==> src/chain_regs.svh <==
// Timing and size constants for the configuration chain handoff
`ifndef CHAIN_REGS_SVH
`define CHAIN_REGS_SVH

// ----------------------------------------------------------------
// Load sizes
// ----------------------------------------------------------------
`define CFG_BITS     16'h0040
`define BYTE_LAST    3'h7
`define PAR_STEP     16'h0008
`define SER_STEP     16'h0001

// ----------------------------------------------------------------
// Timing counts in clk cycles
// ----------------------------------------------------------------
`define INIT_CYCLES  8'h08
`define LINK_HALF    4'h4

`endif

==> src/chain_pkg.sv <==
// Types shared by both ends of the configuration chain handoff
package chain_pkg;

   // ----------------------------------------------------------------
   // Load modes
   // ----------------------------------------------------------------
   typedef enum logic [1:0] {
      MODE_PASSIVE_SERIAL = 2'b00,
      MODE_FAST_PARALLEL  = 2'b01,
      MODE_SCAN           = 2'b10
   } load_mode_e;

   // ----------------------------------------------------------------
   // State machines
   // ----------------------------------------------------------------
   typedef enum logic [2:0] {
      ST_WAIT = 3'b000,
      ST_LOAD = 3'b001,
      ST_DONE = 3'b010,
      ST_INIT = 3'b011,
      ST_USER = 3'b100
   } dev_state_e;

   typedef enum logic [1:0] {
      H_IDLE = 2'b00,
      H_RUN  = 2'b01,
      H_WAIT = 2'b10
   } host_state_e;

endpackage

==> src/chain_link_if.sv <==
// Link between a chained loading device and its loading host
`timescale 1ns/1ps
interface chain_link_if;
   // Chain enable, active low
   logic       ce_n;
   logic       ceo_n;
   // Open-drain completion and status lines with pull-up
   logic       load_complete_o;
   logic       load_complete_oe;
   logic       load_complete;
   logic       cfg_status_o;
   logic       cfg_status_oe;
   logic       cfg_status;
   // Load clock and data
   logic       dclk;
   logic [7:0] load_data;
   // Boundary-scan
   logic       tck;
   logic       tdi;
   logic       tdo;
   logic       scan_load;
   logic       scan_bypass;

   // Pull-up wins unless a driver pulls low
   assign load_complete = ~(load_complete_oe & ~load_complete_o);
   assign cfg_status    = ~(cfg_status_oe & ~cfg_status_o);

   modport dev (
      input  ce_n, load_complete, cfg_status, dclk, load_data,
      input  tck, tdi, scan_load, scan_bypass,
      output ceo_n, load_complete_o, load_complete_oe,
      output cfg_status_o, cfg_status_oe, tdo
   );

   modport host (
      output ce_n, dclk, load_data, tck, tdi, scan_load, scan_bypass,
      input  ceo_n, load_complete, cfg_status, tdo
   );
endinterface

==> src/chain_loader_dev.sv <==
// Device end: loads its configuration and hands off along the chain
`timescale 1ns/1ps
`include "chain_regs.svh"
module chain_loader_dev (
   // Clock and reset
   input  wire logic                  clk,
   input  wire logic                  srst,
   // Link
   chain_link_if.dev                  link,
   // Mode select, held stable while loading
   input  wire chain_pkg::load_mode_e mode,
   // Loaded data
   output logic [7:0]                 cfg_byte,
   output logic                       cfg_byte_valid,
   // Status
   output logic                       load_active,
   output logic                       user_mode
);

   // ----------------------------------------------------------------
   // State
   // ----------------------------------------------------------------
   chain_pkg::dev_state_e state_r;
   chain_pkg::dev_state_e state_nxt;
   logic [15:0] cnt_r;
   logic [15:0] cnt_nxt;
   logic [7:0]  byte_r;
   logic [7:0]  byte_nxt;
   logic [2:0]  bitn_r;
   logic [2:0]  bitn_nxt;
   logic [7:0]  init_r;
   logic [7:0]  init_nxt;
   logic        ceo_n_r;
   logic        ceo_n_nxt;
   logic [7:0]  out_r;
   logic [7:0]  out_nxt;
   logic        vld_r;
   logic        vld_nxt;
   logic        stat_low_r;
   logic        dclk_q_r;
   logic        tck_q_r;
   logic        tdo_r;
   logic        tdo_nxt;

   // ----------------------------------------------------------------
   // Edge detection on the link clocks
   // ----------------------------------------------------------------
   logic        dclk_rise;
   logic        tck_rise;
   logic        load_data_bit0;
   logic        ser_take;
   logic        par_take;
   logic        ser_bit;
   logic [15:0] cnt_step;

   assign dclk_rise      = link.dclk & ~dclk_q_r;
   assign tck_rise       = link.tck & ~tck_q_r;
   assign load_data_bit0 = link.load_data[0];

   always_comb begin
      ser_take = 1'b0;
      par_take = 1'b0;
      ser_bit  = 1'b0;
      case (mode)
         chain_pkg::MODE_PASSIVE_SERIAL: begin
            ser_take = dclk_rise & ~link.ce_n;
            ser_bit  = load_data_bit0;
         end
         chain_pkg::MODE_FAST_PARALLEL: begin
            // Only this mode looks at bits 1 to 7
            par_take = dclk_rise & ~link.ce_n;
         end
         chain_pkg::MODE_SCAN: begin
            // A high enable mid-load freezes the scan load
            ser_take = tck_rise & link.scan_load & ~link.ce_n;
            ser_bit  = link.tdi;
         end
         default: begin
            ser_take = 1'b0;
            par_take = 1'b0;
         end
      endcase
   end

   assign cnt_step = par_take ? `PAR_STEP :
                     (ser_take ? `SER_STEP : 16'h0000);

   // ----------------------------------------------------------------
   // Load sequence
   // ----------------------------------------------------------------
   always_comb begin
      state_nxt = state_r;
      cnt_nxt   = cnt_r;
      byte_nxt  = byte_r;
      bitn_nxt  = bitn_r;
      init_nxt  = init_r;
      ceo_n_nxt = ceo_n_r;
      out_nxt   = out_r;
      vld_nxt   = 1'b0;
      case (state_r)
         chain_pkg::ST_WAIT: begin
            ceo_n_nxt = 1'b1;
            // Start only when enabled and nobody holds status low
            if (!link.ce_n && link.cfg_status) begin
               state_nxt = chain_pkg::ST_LOAD;
               cnt_nxt   = 16'h0000;
               bitn_nxt  = 3'h0;
            end
         end
         chain_pkg::ST_LOAD: begin
            ceo_n_nxt = 1'b1;
            if (ser_take) begin
               byte_nxt = {ser_bit, byte_r[7:1]};
               bitn_nxt = bitn_r + 3'h1;
               if (bitn_r == `BYTE_LAST) begin
                  out_nxt = {ser_bit, byte_r[7:1]};
                  vld_nxt = 1'b1;
               end
            end
            if (par_take) begin
               out_nxt = link.load_data;
               vld_nxt = 1'b1;
            end
            cnt_nxt = cnt_r + cnt_step;
            if (cnt_nxt >= `CFG_BITS) begin
               state_nxt = chain_pkg::ST_DONE;
               // Handoff and line release fall in the same cycle
               ceo_n_nxt = 1'b0;
            end
         end
         chain_pkg::ST_DONE: begin
            // Hand the chain on; in scan mode only a high scan load gets here
            ceo_n_nxt = 1'b0;
            // Shared completion line rises only when all have finished
            if (link.load_complete) begin
               state_nxt = chain_pkg::ST_INIT;
               init_nxt  = 8'h00;
            end
         end
         chain_pkg::ST_INIT: begin
            ceo_n_nxt = 1'b0;
            init_nxt  = init_r + 8'h01;
            if (init_r == `INIT_CYCLES - 8'h01) begin
               state_nxt = chain_pkg::ST_USER;
            end
         end
         chain_pkg::ST_USER: begin
            ceo_n_nxt = 1'b0;
         end
         default: begin
            state_nxt = chain_pkg::ST_WAIT;
            ceo_n_nxt = 1'b1;
         end
      endcase
   end

   always_ff @(posedge clk) begin
      if (srst) begin
         state_r <= chain_pkg::ST_WAIT;
         cnt_r   <= 16'h0000;
         byte_r  <= 8'h00;
         bitn_r  <= 3'h0;
         init_r  <= 8'h00;
         ceo_n_r <= 1'b1;
         out_r   <= 8'h00;
         vld_r   <= 1'b0;
      end else begin
         state_r <= state_nxt;
         cnt_r   <= cnt_nxt;
         byte_r  <= byte_nxt;
         bitn_r  <= bitn_nxt;
         init_r  <= init_nxt;
         ceo_n_r <= ceo_n_nxt;
         out_r   <= out_nxt;
         vld_r   <= vld_nxt;
      end
   end

   // ----------------------------------------------------------------
   // Test data path
   // ----------------------------------------------------------------
   // One stage per device, so chain length adds only latency
   always_comb begin
      tdo_nxt = tck_rise ? link.tdi : tdo_r;
   end

   always_ff @(posedge clk) begin
      if (srst) begin
         tdo_r      <= 1'b0;
         dclk_q_r   <= 1'b0;
         tck_q_r    <= 1'b0;
         stat_low_r <= 1'b1;
      end else begin
         tdo_r      <= tdo_nxt;
         dclk_q_r   <= link.dclk;
         tck_q_r    <= link.tck;
         stat_low_r <= 1'b0;
      end
   end

   // ----------------------------------------------------------------
   // Link drive
   // ----------------------------------------------------------------
   // Completion is held low until this device has its full stream
   assign link.load_complete_o  = 1'b0;
   assign link.load_complete_oe = (state_r == chain_pkg::ST_WAIT) ||
                                  (state_r == chain_pkg::ST_LOAD);
   // Status pulled low through the reset cycle only
   assign link.cfg_status_o     = 1'b0;
   assign link.cfg_status_oe    = stat_low_r;
   assign link.ceo_n            = ceo_n_r;
   assign link.tdo              = tdo_r;

   // ----------------------------------------------------------------
   // User side
   // ----------------------------------------------------------------
   assign cfg_byte       = out_r;
   assign cfg_byte_valid = vld_r;
   assign load_active    = (state_r == chain_pkg::ST_LOAD);
   assign user_mode      = (state_r == chain_pkg::ST_USER);

endmodule

==> src/flat_wrapper.sv <==
// flat-port wrapper written by rule: the top's interface ports become plain ports
module chain_loader_dev_flat 
  (clk, srst, mode, cfg_byte, cfg_byte_valid, load_active, user_mode, link_ce_n, link_dclk, link_load_data, link_tck, link_tdi, link_scan_load, link_scan_bypass, link_ceo_n, link_load_complete_o, link_load_complete_oe, link_cfg_status_o, link_cfg_status_oe, link_tdo);
  chain_link_if link_i ();
  input  wire logic clk;
  input  wire logic srst;
  input  wire chain_pkg::load_mode_e mode;
  output logic [7:0] cfg_byte;
  output logic cfg_byte_valid;
  output logic load_active;
  output logic user_mode;
  input wire logic [$bits(link_i.ce_n)-1:0] link_ce_n;
  input wire logic [$bits(link_i.dclk)-1:0] link_dclk;
  input wire logic [$bits(link_i.load_data)-1:0] link_load_data;
  input wire logic [$bits(link_i.tck)-1:0] link_tck;
  input wire logic [$bits(link_i.tdi)-1:0] link_tdi;
  input wire logic [$bits(link_i.scan_load)-1:0] link_scan_load;
  input wire logic [$bits(link_i.scan_bypass)-1:0] link_scan_bypass;
  output wire logic [$bits(link_i.ceo_n)-1:0] link_ceo_n;
  output wire logic [$bits(link_i.load_complete_o)-1:0] link_load_complete_o;
  output wire logic [$bits(link_i.load_complete_oe)-1:0] link_load_complete_oe;
  output wire logic [$bits(link_i.cfg_status_o)-1:0] link_cfg_status_o;
  output wire logic [$bits(link_i.cfg_status_oe)-1:0] link_cfg_status_oe;
  output wire logic [$bits(link_i.tdo)-1:0] link_tdo;
  assign link_i.ce_n = link_ce_n;
  assign link_i.dclk = link_dclk;
  assign link_i.load_data = link_load_data;
  assign link_i.tck = link_tck;
  assign link_i.tdi = link_tdi;
  assign link_i.scan_load = link_scan_load;
  assign link_i.scan_bypass = link_scan_bypass;
  assign link_ceo_n = link_i.ceo_n;
  assign link_load_complete_o = link_i.load_complete_o;
  assign link_load_complete_oe = link_i.load_complete_oe;
  assign link_cfg_status_o = link_i.cfg_status_o;
  assign link_cfg_status_oe = link_i.cfg_status_oe;
  assign link_tdo = link_i.tdo;
  chain_loader_dev u_core (.clk(clk), .srst(srst), .link(link_i), .mode(mode), .cfg_byte(cfg_byte), .cfg_byte_valid(cfg_byte_valid), .load_active(load_active), .user_mode(user_mode));
endmodule
==> config.mk <==
export PLATFORM = sky130hd
export DESIGN_NAME = chain_loader_dev_flat
export DESIGN_NICKNAME = d
export VERILOG_FILES = /design/src/chain_pkg.sv /design/src/chain_link_if.sv /design/src/chain_loader_dev.sv /design/src/flat_wrapper.sv
export VERILOG_INCLUDE_DIRS = /design/src
export SDC_FILE = /design/constraint.sdc
export NUM_CORES = 1
export LEC_CHECK = 0
export BUFFER_PORTS_ARGS = -buffer_cell sky130_fd_sc_hd__clkbuf_2
export CAP_MARGIN = 10
export CORE_ASPECT_RATIO = 1.1
export CORE_MARGIN = 4
export CORE_UTILIZATION = 35
export DETAILED_ROUTE_END_ITERATION = 8
export GPL_TIMING_DRIVEN = 0
export HOLD_SLACK_MARGIN = 0.02
export SLEW_MARGIN = 30
export SYNTH_ARGS = -nofsm -noshare
export SYNTH_HDL_FRONTEND = slang
export SYNTH_SLANG_ARGS = --single-unit
==> constraint.sdc <==
create_clock -name clk -period 7.05 [get_ports clk]
set_input_delay 0 -clock clk [delete_from_list [all_inputs] [get_ports clk]]
set_output_delay 0 -clock clk [all_outputs]
set_load 0.05 [all_outputs]
# Yosys cells after proc, flatten, opt, wreduce, memory -nomap -nowiden
# Cells that the tools add are included.
[totals] register_bits=52 in_bits=18 out_inout_bits=17
[op_classes] addsub=3 order_cmp=1 eq_ne=13 n_mux=26 bitwise_logic=11 reduce_logical=17
[op_table] cell="$mux 16" n=2
[op_table] cell="$mux 8" n=4
[op_table] cell="$pmux 16 s2" n=1
[op_table] cell="$mux 3" n=6
[op_table] cell="$add 16x16->16" n=1
[op_table] cell="$ge 16x7->1 const B" n=1
[op_table] cell="$pmux 8 s2" n=1
[op_table] cell="$pmux 3 s5" n=1
[op_table] cell="$add 8x1->8 const B" n=1
[op_table] cell="$eq 8x3->1 const B" n=1
[op_table] cell="$ne 2x1->1 const B" n=4
[op_table] cell="$reduce_bool 2->1" n=4
[op_table] cell="$mux 1" n=7
[op_table] cell="$eq 3x2->1 const B" n=2
[op_table] cell="$eq 3x3->1 const B" n=2
[op_table] cell="$not 1->1" n=6
[op_table] cell="$pmux 1 s2" n=3
[op_table] cell="$pmux 3 s2" n=1
[op_table] cell="$reduce_and 2->1" n=3
[op_table] cell="$reduce_and 3->1" n=2
[op_table] cell="$and 1x1->1" n=5
[op_table] cell="$reduce_and 5->1" n=1
[op_table] cell="$add 3x1->3 const B" n=1
[op_table] cell="$eq 3x1->1 const B" n=1
[op_table] cell="other kinds (10)" n=10

# Logic depth before layout (Yosys ltp)
[depth] word_depth=11 mapped_depth=10

# Worst setup path before layout
# Ideal clock, no wire load.
[synth_path] path_type="reg2reg" start="register u_core.dclk_q_r" end="register u_core.state_r[1]" setup_time_ns=0.116 t_arrival_ns=2.326 t_required_ns=6.934 setup_slack_ns=4.607 stages_incl_launch_ff=10 path_buffers=0 synth_period_minus_slack_ns=2.443 cell_sequence="dfxtp_1 > nor4b_2 > nand2_1 > clkinv_1 > ha_1 > a31oi_2 > or4_1 > o211ai_2 > nand4_1 > o211a_1"
[synth_via] elab_chain_cells=10 word_cells_on_any_way=11
[synth_lines] item="start, declared" line="chain_loader_dev.sv:40" text="logic dclk_q_r;"
[synth_lines] item="start signal, assigned" line="chain_loader_dev.sv:195" text="dclk_q_r <= link.dclk;"
[synth_lines] item="$not 1->1 *" line="chain_loader_dev.sv:56" text="assign dclk_rise = link.dclk & ~dclk_q_r;"
[synth_lines] item="$and 1x1->1 *" line="chain_loader_dev.sv:56"
[synth_lines] item="$and 1x1->1 *" line="chain_loader_dev.sv:66, chain_loader_dev.sv:71"
[synth_lines] item="$pmux 1 s2" line="chain_loader_dev.sv:64" text="case (mode)"
[synth_lines] item="$mux 1" line="chain_loader_dev.sv:86" text="(ser_take ? `SER_STEP : 16'h0000);"
[synth_lines] item="$mux 16 *" line="chain_loader_dev.sv:85" text="assign cnt_step = par_take ? `PAR_STEP :"
[synth_lines] item="$add 16x16->16 *" line="chain_loader_dev.sv:124" text="cnt_nxt = cnt_r + cnt_step;"
[synth_lines] item="$ge 16x7->1 (no source line) *"
[synth_lines] item="$ne 2x1->1 (no source line) *"
[synth_lines] item="$reduce_and 5->1 (no source line) *"
[synth_lines] item="end signal, assigned" line="chain_loader_dev.sv:159" text="state_r <= chain_pkg::ST_WAIT;"
[synth_lines] item="end signal, assigned" line="chain_loader_dev.sv:168" text="state_r <= state_nxt;"
[synth_lines] item="end, declared" line="chain_loader_dev.sv:23" text="chain_pkg::dev_state_e state_r;"
# Every way passes the cells marked *; elsewhere a longest branch is shown, timed or not.
# A chain may end at the register's enable or synchronous reset.

# Final worst setup path
[layout_path] start="input port link_dclk" end="register u_core.state_r[1]"
[layout_via] elab_chain_cells=9 word_cells_on_any_way=10
[layout_lines] item="start, declared" line="flat_wrapper.sv:13" text="input wire logic [$bits(link_i.dclk)-1:0] link_dclk;"
[layout_lines] item="$and 1x1->1 *" line="chain_loader_dev.sv:56"
[layout_lines] item="$and 1x1->1 *" line="chain_loader_dev.sv:66, chain_loader_dev.sv:71"
[layout_lines] item="$pmux 1 s2" line="chain_loader_dev.sv:64"
[layout_lines] item="$mux 1" line="chain_loader_dev.sv:86"
[layout_lines] item="$mux 16 *" line="chain_loader_dev.sv:85"
[layout_lines] item="$add 16x16->16 *" line="chain_loader_dev.sv:124"
[layout_lines] item="$ge 16x7->1 (no source line) *"
[layout_lines] item="$ne 2x1->1 (no source line) *"
[layout_lines] item="$reduce_and 5->1 (no source line) *"
# Marks and branches as above.

==> results.toml <==
[yosys]
synth_seq_cells = 51
synth_flop_cell = "dfxtp_1"
ys_seq_area_share_pct = 38.3
synth-async-reset-ratio_pct = 0
yosys.area_share.simple_pct = 26.7
syn_inst = 322
synth-compound-area-share_pct = 20.3
synth_warnings = 0
syn_area_mm2 = 0.00266
synthXorXnorAreaFrac_pct = 2.30
yosys.area_share.adder_pct = 2.82
syn_avg_cell_area_um2 = 8.27
synthDistinctLibCells = 52
synth_top_family_by_area = "simple AND/OR/NAND/NOR gates"
synthMuxAreaShare_pct = 4.98
synth_edf_count = 0

[sta]
hold_violations = 0
slew_headroom_pct = 60.3
finalClockSkew_ps = 4.34
tns_ps = 0
layout_min_cycle_time_ps = 3120
worst_pin_slew_ps = 596
rsz0062_at_grt = "no"
fmax_mhz = 321
final-setup-viol-count = 0
finalCritPeriodShare_pct = 44.2
slew_violations = 0

[die]
dieArea_mm2 = 0.00907
initial_utilization_pct = 35.8
fp.dieW_um = 91.2
core_mm2 = 0.00743
ios = 35
rows = 33
die_h_um = 99.5

[cts]
post_cts_resized = 0
cts_tree = "done"
worstSkewPairLatency_ps = 310
cts_setup_buffers = 0
clock_sinks = 51
cts_made_buffers = 5
h-tree-depth = 2
clk_path_buf_depth = 2
root_buffer = "clkbuf_8"
clk_pin_slew_ps = 90
postCtsHoldBufs = 12

[min_path]
hp-class = "in2reg"

[layout]
drive_gt1_share_pct = 18.2
area_growth_pct = 18.3
diodes = 0
utilization_pct = 42.4
num-nets-final = 397

[drt]
viasPerCell = 5.36
firstDrtPassIters = 4
drcViolationCount = 0
routed_wl_mm = 6.83
ant_nets = 0
wl_per_cell_um = 14.8
vias = 2473
drt_iter0_drc = 139

[job]
cap_violations = 0

[grt]
antenna_found_initial = 0
grt_pass1_wl_mm = 11.3
grt_max_degree = 17
grt_overflow_total = 0
grt_pass1_vias = 2278
grt_usage_pct = 15.5

[setup_path]
crit_fanout = 9
cp-start-kind = "primary input"
critPathKind = "in2reg"
cp.required_ps = 7250
cp-end-kind = "flop"
cp_data_arrival_time_ps = 3320
crit_slowest_cell = "dlygate4sd3_1"
path_cells = "dlygate4sd3_1 -> clkbuf_2 -> nor4b_2 -> nand2_1 -> clkinv_1 -> ha_1 -> a31oi_2 -> nor4_2 -> xnor2_1 -> nand4_1 -> o211a_1"
critPathMaxStageDelay_ps = 540

[placement]
place_congestion = 0.863
io_buffers = 31
place_hpwl_mm = 4.78

[power_and_ir_drop]
power.leakage_nw = 1.14
ir_drop_uv = 111
powerDensity_mw_per_mm2 = 247

[outcome]
status = "completed"
-- worst paths after layout --
path,start,endpoint,slack [ps],depth (start not counted)
setup / recovery,link_dclk,u_core.state_r[1],3930,11
hold / removal,link_ce_n,u_core.state_r[0],180,5
setup reg to reg,u_core.dclk_q_r,u_core.state_r[1],4040,9
hold reg to reg,u_core.init_r[1],u_core.init_r[1],480,2
-- worst max-delay path, delay by kind of cell --
family | cells | cell delay [ps]
buffers and inverters | 3 | 1040
adders and majority gates | 1 | 520
xor gates and xnor gates | 1 | 170
AOI/OAI and AO/OA | 2 | 480
and+or+nand+nor | 4 | 1100
-- kinds of logic (layout without fill, tap and decap cells) --
kind of cell | count (synthesis) | count (layout)
xor gates and xnor gates | 7 | 7
other | 1 | 2
muxes | 13 | 13
AOI/OAI and AO/OA | 78 | 78
and+or+nand+nor | 141 | 141
adders and majority gates | 6 | 6
buffers and inverters | 25 | 76
DFF | 51 | 51
-- placed cells by master (no fill, tap or decap), types with 4 or more instances in the layout --
master / count
nand3_1: 14
dlygate4sd3_1: 12
nand3b_1: 6
mux2i_1: 11
nor2_1: 38
o31ai_1: 4
and2_1: 5
clkbuf_8: 6
nand4_1: 6
dfxtp_1: 51
clkbuf_2: 32
nor2b_1: 4
clkbuf_1: 6
o21ai_0: 9
a21oi_1: 30
buf_2: 10
xnor2_1: 5
and3_1: 4
a311oi_1: 15
ha_1: 6
nand2_1: 42
or4_1: 4
-- power breakdown --
part / leakage (nW) / internal (W) / switching, W
clock: 0.0474 / 0.0000804 / 0.000103
combinational: 0.678 / 0.0000809 / 0.000205
sequential: 0.413 / 0.000303 / 0.00000600
-- cells in the mapped netlist (2+ instances only) --
library cell | n | area, um^2
inv_1 | 2 | 7.51
o21ai_0 | 9 | 45.0
nand3_1 | 14 | 70.1
nand4_1 | 6 | 37.5
or3_1 | 3 | 18.8
buf_2 | 10 | 50.1
nand2b_1 | 3 | 18.8
mux2i_1 | 11 | 110
nor4_2 | 2 | 25.0
nor2_1 | 38 | 143
clkbuf_1 | 6 | 22.5
dfxtp_1 | 51 | 1020
xor2_1 | 2 | 17.5
xnor2_1 | 5 | 43.8
buf_4 | 3 | 22.5
nand3b_1 | 6 | 45.0
a311oi_1 | 15 | 131
and2_1 | 5 | 31.3
and3_1 | 4 | 25.0
nand2_1 | 42 | 158
nor3_1 | 3 | 15.0
o21ai_1 | 3 | 15.0
o31ai_1 | 4 | 30.0
ha_1 | 6 | 75.1
a211oi_1 | 3 | 22.5
mux2_2 | 2 | 22.5
a21oi_1 | 30 | 150
o211ai_1 | 3 | 22.5
or4_1 | 4 | 30.0
a31o_2 | 2 | 17.5
nor2b_1 | 4 | 25.0
-- registers in the layout (all words and copies together), names as in the netlist --
| register | cells |
|---|---|
| u_core.cnt_r | 16 |
| u_core.cfg_byte | 8 |
| u_core.link.ceo_n | 1 |
| u_core.byte_r | 7 |
| u_core.cfg_byte_valid | 1 |
| u_core.bitn_r | 3 |
| u_core.link.cfg_status_oe | 1 |
| u_core.tck_q_r | 1 |
| u_core.init_r | 8 |
| u_core.state_r | 3 |
| u_core.dclk_q_r | 1 |
| u_core.link.tdo | 1 |
-- stage by stage --
stage | power (W) | instances | area [um^2] | worst slack [ps] | hold slack [ps]
finish | 0.000779 | 461 | 3150 | 3930 | 177
CTS | 0.000785 | 461 | 3150 | 3970 | 167
detailed placement | 0.000596 | 441 | 2930 | 4100 | 119
floorplan | 0.000520 | 323 | 2670 | 4610 | 27.7
global route | 0.000827 | 461 | 3150 | 3720 | 174
global placement | 0.000594 | 441 | 2930 | 4110 | 119
-- routing by layer --
layer / routed length [um] / up-vias / track usage [%]
met5: 0 / - / 0
li1: - / 1257 / -
met4: 101 / 0 / 4.87
met3: 231 / 8 / 2.34
met2: 3190 / 49 / 26.2
met1: 3300 / 1159 / 20.4
-- layout make-up --
class / instances / area (um^2)
Fill cell: 757 / 4280
Multi-Input combinational cell: 247 / 1530
Sequential cell: 51 / 1020
Timing Repair Buffer: 43 / 275
Tap cell: 87 / 109
Buffer: 21 / 104
Clock buffer: 6 / 82.6
Clock inverter: 2 / 16.3
Inverter: 4 / 15.0
Power figures use the tool's default switching activity.
